## src/design/rec_regs.svh

```systemverilog
// Timing and field constants for the remote encoder mode control.
// Assumes a 250 MHz ref_clk and is included by bare name.
`ifndef REC_REGS_SVH
`define REC_REGS_SVH
`define REC_CLK_HZ 250000000
`define REC_BAUD_0 2400
`define REC_BAUD_1 4800
`define REC_BAUD_2 9600
`define REC_BAUD_3 28800
`define REC_LAMP_HALF_MS 250
`define REC_MS_PER_S 1000
`define REC_CODE_W 24
`define REC_DATA_W 8
`define REC_SYNC_W 8
`define REC_SYNC_BYTE 8'hA5
`define REC_PKT_W 40
`define REC_LFSR_SEED 24'h5A3C96
`define REC_LFSR_TAPS 24'hE10000
`define REC_DIV_W 18
`define REC_LAMP_W 26
`define REC_BIT_W 6
`endif

```

## src/design/rec_pkg.sv

```systemverilog
// Types for the remote encoder mode control.
// Assumes rec_regs.svh is reachable on the include path.
`include "rec_regs.svh"
package rec_pkg;
    typedef enum logic [2:0] {
        REC_SLEEP,
        REC_CREATE,
        REC_PERMIT,
        REC_SEND
    } rec_mode_e;

    typedef struct packed {
        logic [`REC_CODE_W-1:0] code_word;
        logic [`REC_DATA_W-1:0] permit;
    } rec_key_s;

    typedef struct packed {
        logic serial_out;
        logic status_lamp_output;
        logic radio_enable_output;
    } rec_pins_s;

    typedef struct packed {
        logic [1:0] send_sync;
        logic [1:0] create_sync;
        logic [3:0] baud_sync;
        logic [2*`REC_DATA_W-1:0] data_sync;
        logic create_prev;
        rec_mode_e mode;
        logic [`REC_CODE_W-1:0] lfsr;
        rec_key_s key;
        logic [`REC_DATA_W-1:0] permit_acc;
        logic [`REC_PKT_W-1:0] shift;
        logic [`REC_BIT_W-1:0] bit_cnt;
        logic [`REC_DIV_W-1:0] div_cnt;
        logic [`REC_LAMP_W-1:0] lamp_cnt;
        logic boot_done;
        rec_pins_s pins;
    } rec_state_s;
endpackage : rec_pkg

```

## src/design/rec_mode_ctrl.sv

```systemverilog
// Mode control of a remote-control encoder: code creation and packet send.
// Assumes raw pin inputs, one 250 MHz clock and a synchronous reset.
// Rate-select pins are taken as static while a packet goes out.
// Creation and sending exclude each other; a send request waits, a code-generation rise during a send is lost.
// Baud and lamp counts are worked out for the 250 MHz ref_clk.
// Summary of operation
// Send packets while transmit request is high.
// Shift packets out at rate-select baud.
// Lamp steady on while code-generation high.
// Lamp toggles after code-generation input drops.
// Record data inputs pressed while flashing.
// Second assertion stores key, lamp off, sleep.
// Radio enable high only while sending.
// Randomize code while high, latch on fall.
// Code word is twenty-four bits wide.
// Request low: finish packet, disable, sleep.
// Resample data inputs before every packet.
`timescale 1ns/100ps
`include "rec_regs.svh"
module rec_mode_ctrl (
    input wire logic ref_clk,
    input wire logic rst,
    input wire logic clk_en,
    input wire logic send_request,
    input wire logic code_generate,
    input wire logic [1:0] rate_select,
    input wire logic [`REC_DATA_W-1:0] data_inputs,
    output logic serial_out,
    output logic status_lamp_output,
    output logic radio_enable_output,
    output rec_pkg::rec_key_s stored_key
);
    import rec_pkg::*;

    localparam logic [`REC_DIV_W-1:0] DIV0 =
        `REC_DIV_W'(`REC_CLK_HZ / `REC_BAUD_0 - 1);
    localparam logic [`REC_DIV_W-1:0] DIV1 =
        `REC_DIV_W'(`REC_CLK_HZ / `REC_BAUD_1 - 1);
    localparam logic [`REC_DIV_W-1:0] DIV2 =
        `REC_DIV_W'(`REC_CLK_HZ / `REC_BAUD_2 - 1);
    localparam logic [`REC_DIV_W-1:0] DIV3 =
        `REC_DIV_W'(`REC_CLK_HZ / `REC_BAUD_3 - 1);
    localparam logic [`REC_LAMP_W-1:0] LAMP_HALF =
        `REC_LAMP_W'(`REC_CLK_HZ / `REC_MS_PER_S * `REC_LAMP_HALF_MS - 1);
    localparam logic [`REC_BIT_W-1:0] LAST_BIT =
        `REC_BIT_W'(`REC_PKT_W - 1);
    localparam logic [`REC_SYNC_W-1:0] SYNC = `REC_SYNC_BYTE;

    ////////////////////////////////////////////////////////////////////////
    // Packet layout: sync byte, code word, permitted data, MSB first.
    function automatic logic [`REC_PKT_W-1:0] build_packet(
        input logic [`REC_CODE_W-1:0] code,
        input logic [`REC_DATA_W-1:0] masked
    );
        return {SYNC, code, masked};
    endfunction : build_packet

    rec_state_s st;
    rec_state_s next_st;
    logic send_s;
    logic create_s;
    logic [1:0] baud_s;
    logic [`REC_DATA_W-1:0] data_s;
    logic [`REC_DIV_W-1:0] div_top;
    logic bit_tick;
    logic lfsr_fb;
    logic [`REC_DATA_W-1:0] masked_data;
    logic [`REC_DATA_W-1:0] permit_seen;
    logic create_rise;
    logic create_start;
    logic send_start;
    logic lamp_wrap;
    logic last_bit;
    logic next_bit;
    logic [`REC_DIV_W-1:0] div_step;
    logic [`REC_PKT_W-1:0] fresh_packet;

    ////////////////////////////////////////////////////////////////////////
    // Synchronised views of the pins.
    assign send_s = st.send_sync[1];
    assign create_s = st.create_sync[1];
    assign baud_s = st.baud_sync[3:2];
    assign data_s = st.data_sync[2*`REC_DATA_W-1:`REC_DATA_W];

    ////////////////////////////////////////////////////////////////////////
    // Bit period from the static rate-select levels.
    always_comb begin
        if (baud_s == 2'h0) begin
            div_top = DIV0;
        end else if (baud_s == 2'h1) begin
            div_top = DIV1;
        end else if (baud_s == 2'h2) begin
            div_top = DIV2;
        end else begin
            div_top = DIV3;
        end
    end

    assign bit_tick = (st.div_cnt == div_top);
    assign lfsr_fb = ^(st.lfsr & `REC_LFSR_TAPS);

    ////////////////////////////////////////////////////////////////////////
    // Per-button masking and permission capture.
    for (genvar i = 0; i < `REC_DATA_W; i++) begin : g_button
        assign masked_data[i] = data_s[i] & st.key.permit[i];
        assign permit_seen[i] = st.permit_acc[i] | data_s[i];
    end

    ////////////////////////////////////////////////////////////////////////
    // Events and values shared by the modes.
    assign create_rise = create_s && !st.create_prev;
    assign create_start = create_rise && st.boot_done;
    assign send_start = send_s && st.boot_done;
    assign lamp_wrap = (st.lamp_cnt == LAMP_HALF);
    assign last_bit = (st.bit_cnt == LAST_BIT);
    assign next_bit = st.shift[`REC_PKT_W-2];
    assign div_step = st.div_cnt + 1'b1;
    assign fresh_packet = build_packet(st.key.code_word, masked_data);

    ////////////////////////////////////////////////////////////////////////
    // Next-state logic.
    always_comb begin
        next_st = st;
        next_st.send_sync = {st.send_sync[0], send_request};
        next_st.create_sync = {st.create_sync[0], code_generate};
        next_st.baud_sync = {st.baud_sync[1:0], rate_select};
        next_st.data_sync = {st.data_sync[`REC_DATA_W-1:0], data_inputs};
        next_st.create_prev = create_s;
        next_st.boot_done = 1'b1;
        // Modes run sleep, create, permit, sleep, or sleep, send, sleep.
        case (st.mode)
            REC_SLEEP: begin
                next_st.pins.status_lamp_output = 1'b0;
                next_st.pins.radio_enable_output = 1'b0;
                next_st.pins.serial_out = 1'b0;
                if (create_start) begin
                    next_st.mode = REC_CREATE;
                    next_st.pins.status_lamp_output = 1'b1;
                end else if (send_start) begin
                    next_st.mode = REC_SEND;
                    next_st.pins.radio_enable_output = 1'b1;
                    next_st.shift = fresh_packet;
                    next_st.pins.serial_out =
                        fresh_packet[`REC_PKT_W-1];
                    next_st.bit_cnt = '0;
                    next_st.div_cnt = '0;
                end
            end
            REC_CREATE: begin
                next_st.lfsr = {st.lfsr[`REC_CODE_W-2:0], lfsr_fb};
                next_st.pins.status_lamp_output = 1'b1;
                if (!create_s) begin
                    next_st.mode = REC_PERMIT;
                    next_st.permit_acc = '0;
                    next_st.lamp_cnt = '0;
                    next_st.pins.status_lamp_output = 1'b0;
                end
            end
            REC_PERMIT: begin
                next_st.permit_acc = permit_seen;
                if (lamp_wrap) begin
                    next_st.lamp_cnt = '0;
                    next_st.pins.status_lamp_output =
                        !st.pins.status_lamp_output;
                end else begin
                    next_st.lamp_cnt = st.lamp_cnt + 1'b1;
                end
                if (create_rise) begin
                    next_st.key.code_word = st.lfsr;
                    next_st.key.permit = permit_seen;
                    next_st.pins.status_lamp_output = 1'b0;
                    next_st.mode = REC_SLEEP;
                end
            end
            REC_SEND: begin
                next_st.pins.radio_enable_output = 1'b1;
                if (bit_tick) begin
                    next_st.div_cnt = '0;
                    if (last_bit) begin
                        next_st.bit_cnt = '0;
                        if (send_s) begin
                            next_st.shift = fresh_packet;
                            next_st.pins.serial_out =
                                fresh_packet[`REC_PKT_W-1];
                        end else begin
                            next_st.mode = REC_SLEEP;
                            next_st.pins.radio_enable_output = 1'b0;
                            next_st.pins.serial_out = 1'b0;
                        end
                    end else begin
                        next_st.bit_cnt = st.bit_cnt + 1'b1;
                        next_st.shift = {st.shift[`REC_PKT_W-2:0], 1'b0};
                        next_st.pins.serial_out = next_bit;
                    end
                end else begin
                    next_st.div_cnt = div_step;
                end
            end
            default: begin
                next_st.mode = REC_SLEEP;
            end
        endcase
    end

    ////////////////////////////////////////////////////////////////////////
    // State register with clock enable.
    always_ff @(posedge ref_clk) begin
        if (rst) begin
            st <= '0;
            st.mode <= REC_SLEEP;
            st.lfsr <= `REC_LFSR_SEED;
            st.create_prev <= 1'b1;
        end else if (clk_en) begin
            st <= next_st;
        end
    end

    ////////////////////////////////////////////////////////////////////////
    // Pins and key straight from the state register.
    assign serial_out = st.pins.serial_out;
    assign status_lamp_output = st.pins.status_lamp_output;
    assign radio_enable_output = st.pins.radio_enable_output;
    assign stored_key = st.key;
endmodule : rec_mode_ctrl

```

## config.mk

```make
export PLATFORM = sky130hd
export DESIGN_NAME = rec_mode_ctrl
export DESIGN_NICKNAME = d
export VERILOG_FILES = /design/src/design/rec_pkg.sv /design/src/design/rec_mode_ctrl.sv
export VERILOG_INCLUDE_DIRS = /design/src /design/src/design
export SDC_FILE = /design/constraint.sdc
export NUM_CORES = 1
export LEC_CHECK = 0
export BUFFER_PORTS_ARGS = -buffer_cell sky130_fd_sc_hd__buf_4
export CAP_MARGIN = 20
export CORE_ASPECT_RATIO = 1.75
export CORE_MARGIN = 4
export CORE_UTILIZATION = 25
export DETAILED_ROUTE_END_ITERATION = 6
export GPL_TIMING_DRIVEN = 1
export PLACE_DENSITY = 0.48
export REMOVE_ABC_BUFFERS = 1
export SETUP_SLACK_MARGIN = 0.3
export SYNTH_ARGS = -nofsm -noshare
export SYNTH_HDL_FRONTEND = slang
export SYNTH_SLANG_ARGS = --single-unit
```

## constraint.sdc

```tcl
create_clock -name ref_clk -period 4.2 [get_ports ref_clk]
set_input_delay 0.84 -clock ref_clk [delete_from_list [all_inputs] [get_ports ref_clk]]
set_output_delay 0.84 -clock ref_clk [all_outputs]
set_load 0.05 [all_outputs]
```

## Yosys cells after proc, flatten, opt, wreduce, memory -nomap -nowiden

Index checks and enable logic that the tools add are counted.
W data, S select, Z words.

- Bitwise logic cells: 16
- Reduce and logical (&&, ||, !) cells: 21
- Muxes and demuxes: 37
- Equal/unequal tests: 18
- $add $sub $neg: 3

Operators by type and width:

| operator | count |
|---|---|
| $mux W63 | 2 |
| $pmux W63 S2 | 1 |
| $mux W45 | 2 |
| $mux W26 | 2 |
| $pmux W26 S2 | 1 |
| $mux W39 | 1 |
| $mux W18 | 2 |
| $add A26 B1 Y26 const B | 1 |
| $eq A26 B26 Y1 const B | 1 |
| $reduce_xor A24 Y1 | 1 |
| $mux W3 | 7 |
| $add A18 B1 Y18 const B | 1 |
| $eq A18 B18 Y1 | 1 |
| $mux W16 | 1 |
| $pmux W8 S2 | 1 |
| $mux W15 | 1 |
| $ne A2 B2 Y1 const B | 7 |
| $pmux W3 S4 | 1 |
| $reduce_and A3 Y1 | 4 |
| $mux W1 | 11 |
| $ne A3 B3 Y1 const B | 3 |
| $and A1 B1 Y1 | 8 |
| $mux W8 | 1 |
| $or A1 B1 Y1 | 8 |
| 19 further kinds | 26 |

- Bits in registers: 185
- Input port bits: 15
- Word-level logic and storage cells: 113
- Output and inout bits: 35

## Depth between registers and ports, before layout

- Word-level depth: 7
- Depth in mapped cells: 9
- Depth with buffers taken out: 8

## Worst setup path before layout

OpenSTA, ideal clock, no wires.

- Path kind: input to register
- From: input clk_en
- To: register st[20] in the netlist's numbering
- Library setup time: 0.072 ns
- Cell stages on the path: 7
- Arrival time: 2.657 ns
- Setup slack: 1.471 ns
- Data required time: 4.128 ns
- Path buffers: 1
- Path through: buf_2 -> a21boi_1 -> nand2_1 -> nor3_1 -> nand2_1 -> or4b_2 -> a21oi_1

- Longest elaborated chain between the ends: 1

Ends and longest elaborated chain:

| what | RTL line | text |
|---|---|---|
| start, declared | rec_mode_ctrl.sv:23 | `input wire logic clk_en,` |
| $reduce_and A3 Y1 (no source line) | -- |  |
| end signal, assigned | rec_mode_ctrl.sv:214 | `st <= next_st;` |
| end, declared | rec_mode_ctrl.sv:58 | `rec_state_s st;` |

Every way passes these cells.
A chain may end at the register's enable or synchronous reset.

## Worst setup path in the final report

- From: register st (netlist bit baud_s[0])
- To: register st[66] in the netlist's numbering

- Longest elaborated chain between the ends: 7
- Elaborated cells on any way between the ends: 9

Ends and longest elaborated chain:

| what | RTL line | text |
|---|---|---|
| $eq A2 B2 Y1 | rec_mode_ctrl.sv:92 | `end else if (baud_s == 2'h2) begin` |
| $mux W15 | rec_mode_ctrl.sv:92 |  |
| $mux W16 | rec_mode_ctrl.sv:90 | `end else if (baud_s == 2'h1) begin` |
| $mux W18 * | rec_mode_ctrl.sv:88 | `if (baud_s == 2'h0) begin` |
| $eq A18 B18 Y1 * | rec_mode_ctrl.sv:99 | `assign bit_tick = (st.div_cnt == div_top);` |
| $ne A2 B2 Y1 (no source line) * | -- |  |
| $reduce_and A6 Y1 (no source line) * | -- |  |

Mark *: on every way between the ends. The rest lies on a longest branch, timed or not.

==> flow_summary.ini <==
[drt]
dr.pass1.iters = 4
drt_iter0_markers = 275
drt_wl_total_um = 20800
drc_errors = 0
vias = 6726
postRouteAntennaNets = 0
viasPerCell = 4.78
wl_per_cell_um = 14.7

[yosys]
synth_warnings = 0
syn_inst = 1006
syn_area_um2 = 8160
synth-seq-area-share_pct = 45.1
syn-mean-instance-area_um2 = 8.11
synth.distinct_cells = 55
yosys-top-cells-area = dfxtp_1 45%, nand2_1 9.2%, nor2_1 6.1%
synth_edf_count = 0
synth_seq_cells = 184
yosys.area.top_type = dfxtp_1
async_reset_ff_share_pct = 0
synth_ff_type = dfxtp_1
synth_top_area_share_pct = 45.1

[global_routing]
overflow = 0
grt_pass1_wl_um = 33600
grt_usage_pct = 11.9
grt_max_degree = 79
antenna_found_initial = 0
grt_pass1_vias = 6552

[power]
combPwrFrac_pct = 8.5
swShare_pct = 26.9
pwr-share-seq_pct = 49.5
clkPwrFrac_pct = 41.9
p_int_mw = 2.70
leakage_nw = 3.24
power_mw = 3.70
p_sw_mw = 0.995
p_per_area_nw_per_um2 = 401
peakVddDrop_uv = 316

[finish]
fin_nets = 1022
diodes = 0
final_cells = 1408
area_growth_pct = 12.9
register_area_um2 = 3680
drive_gt1_share_pct = 10.0
multi_input_area_um2 = 3960
num-fill-cells = 3535
final_util_pct = 28.6

[sta]
hold_viol = 0
rsz0062_at_grt = false
skew_ns = 0.0125
setup_viol = 0
fmax_mhz = 318
final_max_slew_viol_count = 0
slew-limit-headroom_pct = 37.3
setup_tns_ns = 0
tightestPinTransition_ns = 0.941
fin_crit_sh_pct = 74.9
period_minus_slack_ns = 3.14

[worst_setup_path]
crit_type = reg2reg
cp.arrival_ns = 3.49
setup.worst_path.start_class = flop
crit_path_max_fanout = 78
critical_path_required_ns = 4.55
end_kind = flop

[outcome]
outcome = completed

[clock_tree]
h-tree-depth = 4
cts_root_buffer = clkbuf_16
clock_latency_ns = 0.45
clkSlewWorstSetupHoldPaths_ns = 0.08
post_cts_buffers = 0
clock-sinks = 184
hold_buffers = 0
cts_tree = done
cts_resized = 0
cts_max_path_buffers = 2
cts_made_buffers = 17

[floorplan]
ios = 50
core_um2 = 32200
die_area_um2 = 35700
fp.dieW_um = 145
fp.dieH_um = 247
rows = 87
initial_core_util_pct = 25.3

[placement]
post-dp-hpwl_um = 13700
dp.cells = 1377
gp_congestion = 0.819
place.port_buffers = 49

[hold_path]
hp-class = reg2reg

[run]
max-cap-violations = 0
==> layout by cell type, fill, tap and decap left out, types with 18 or more instances in the layout <==
cell type    n
nand2_1    199
dfxtp_1    184
nor2_1     132
a21oi_1     76
buf_4       62
nand3_1     43
a311oi_1    31
mux2i_1     30
nor3_1      24
o21ai_0     20
xor2_1      18
==> cells in the mapped netlist (4+ instances only) <==
cell type / instances
mux2i_1: 30
nand2b_1: 9
nor3b_1: 4
nor2b_1: 4
clkbuf_1: 48
and4_1: 4
and3_1: 13
ha_1: 11
xnor2_1: 13
and2_1: 5
nor3_1: 24
a211oi_1: 4
a31oi_1: 7
a21oi_1: 76
nand3_1: 43
dfxtp_1: 184
inv_1: 10
nand3b_1: 5
nor4b_1: 4
nand4_1: 14
and3b_1: 5
o22ai_1: 4
xor2_1: 18
o21ai_0: 20
a311oi_1: 31
or3_1: 8
nand2_1: 199
nor2_1: 132
buf_2: 7
buf_4: 34
==> metal layers <==
metal	vias to the layer above	track usage (%)	share of wire [%]
met5	-	0	0
met4	0	4.81	2.5
met3	33	2.59	3.3
met2	123	21.6	54
met1	3152	13.1	41
li1	3418	-	-
==> flip-flops by register name (all words and copies together) (netlist names) <==
register             cells
next_bit                 1
baud_s                   2
serial_out               1
create_s                 1
send_s                   1
next_st                 12
status_lamp_output       1
data_s                   8
st                     124
radio_enable_output      1
stored_key              32
==> path summary, 6_finish.rpt <==
check / startpoint / endpoint / slack, ns / cells after the start
min reg2reg: st[138] / st[139] / 0.47 / 2
max reg2reg: baud_s[0] / st[66] / 1.06 / 9
min: st[138] / st[139] / 0.47 / 2
max: baud_s[0] / st[66] / 1.06 / 9
==> stage by stage <==
| step | area, µm² | setup slack, ns | hold WS, ns |
|---|---|---|---|
| finish | 9210 | 1.06 | 0.466 |
| global route | 9210 | 0.710 | 0.486 |
| CTS | 9210 | 1.02 | 0.465 |
| detailed placement | 8650 | 0.947 | 0.457 |
| global placement | 8650 | 1.01 | 0.449 |
| floorplan | 7680 | 0.298 | 0.438 |
==> power by group through the flow <==
stage | Clock (mW) | Sequential [mW] | Combinational (mW)
2_1_floorplan | 0 | 1.87 | 0.187
3_3_place_gp | 0 | 1.87 | 0.317
3_5_place_dp | 0 | 1.87 | 0.321
4_1_cts | 1.61 | 1.83 | 0.322
5_1_grt | 1.67 | 1.84 | 0.358
6_report | 1.55 | 1.83 | 0.315
==> logic make-up after synthesis <==
family	synth area share, %
AND/OR/NAND/NOR	27.3
flip-flops	45.1
AO/OA/AOI/OAI	12.5
buffers and inverters	6.32
XOR/XNOR	3.33
multiplexers	3.68
adder cells (fa/ha/maj)	1.69
==> critical path: stages (launching register included) <==
cell	delay (ns)
dfxtp_1	0.41
inv_1	0.11
ha_1	0.22
nor4b_1	0.25
o22ai_1	0.16
or4_4	0.57
o41ai_4	0.28
buf_4	0.63
nor2_1	0.08
a311oi_1	0.27
==> area by class of cell <==
| class | instances | area share (%) |
|---|---|---|
| clock buffers | 19 | 4.92 |
| multi-input cells | 721 | 43.0 |
| well taps | 400 | 5.43 |
| clock inverters | 12 | 1.20 |
| inverters | 10 | 0.407 |
| flip-flops and latches | 184 | 40.0 |
| repair buffers | 62 | 5.05 |
Power figures use the tool's default switching activity.
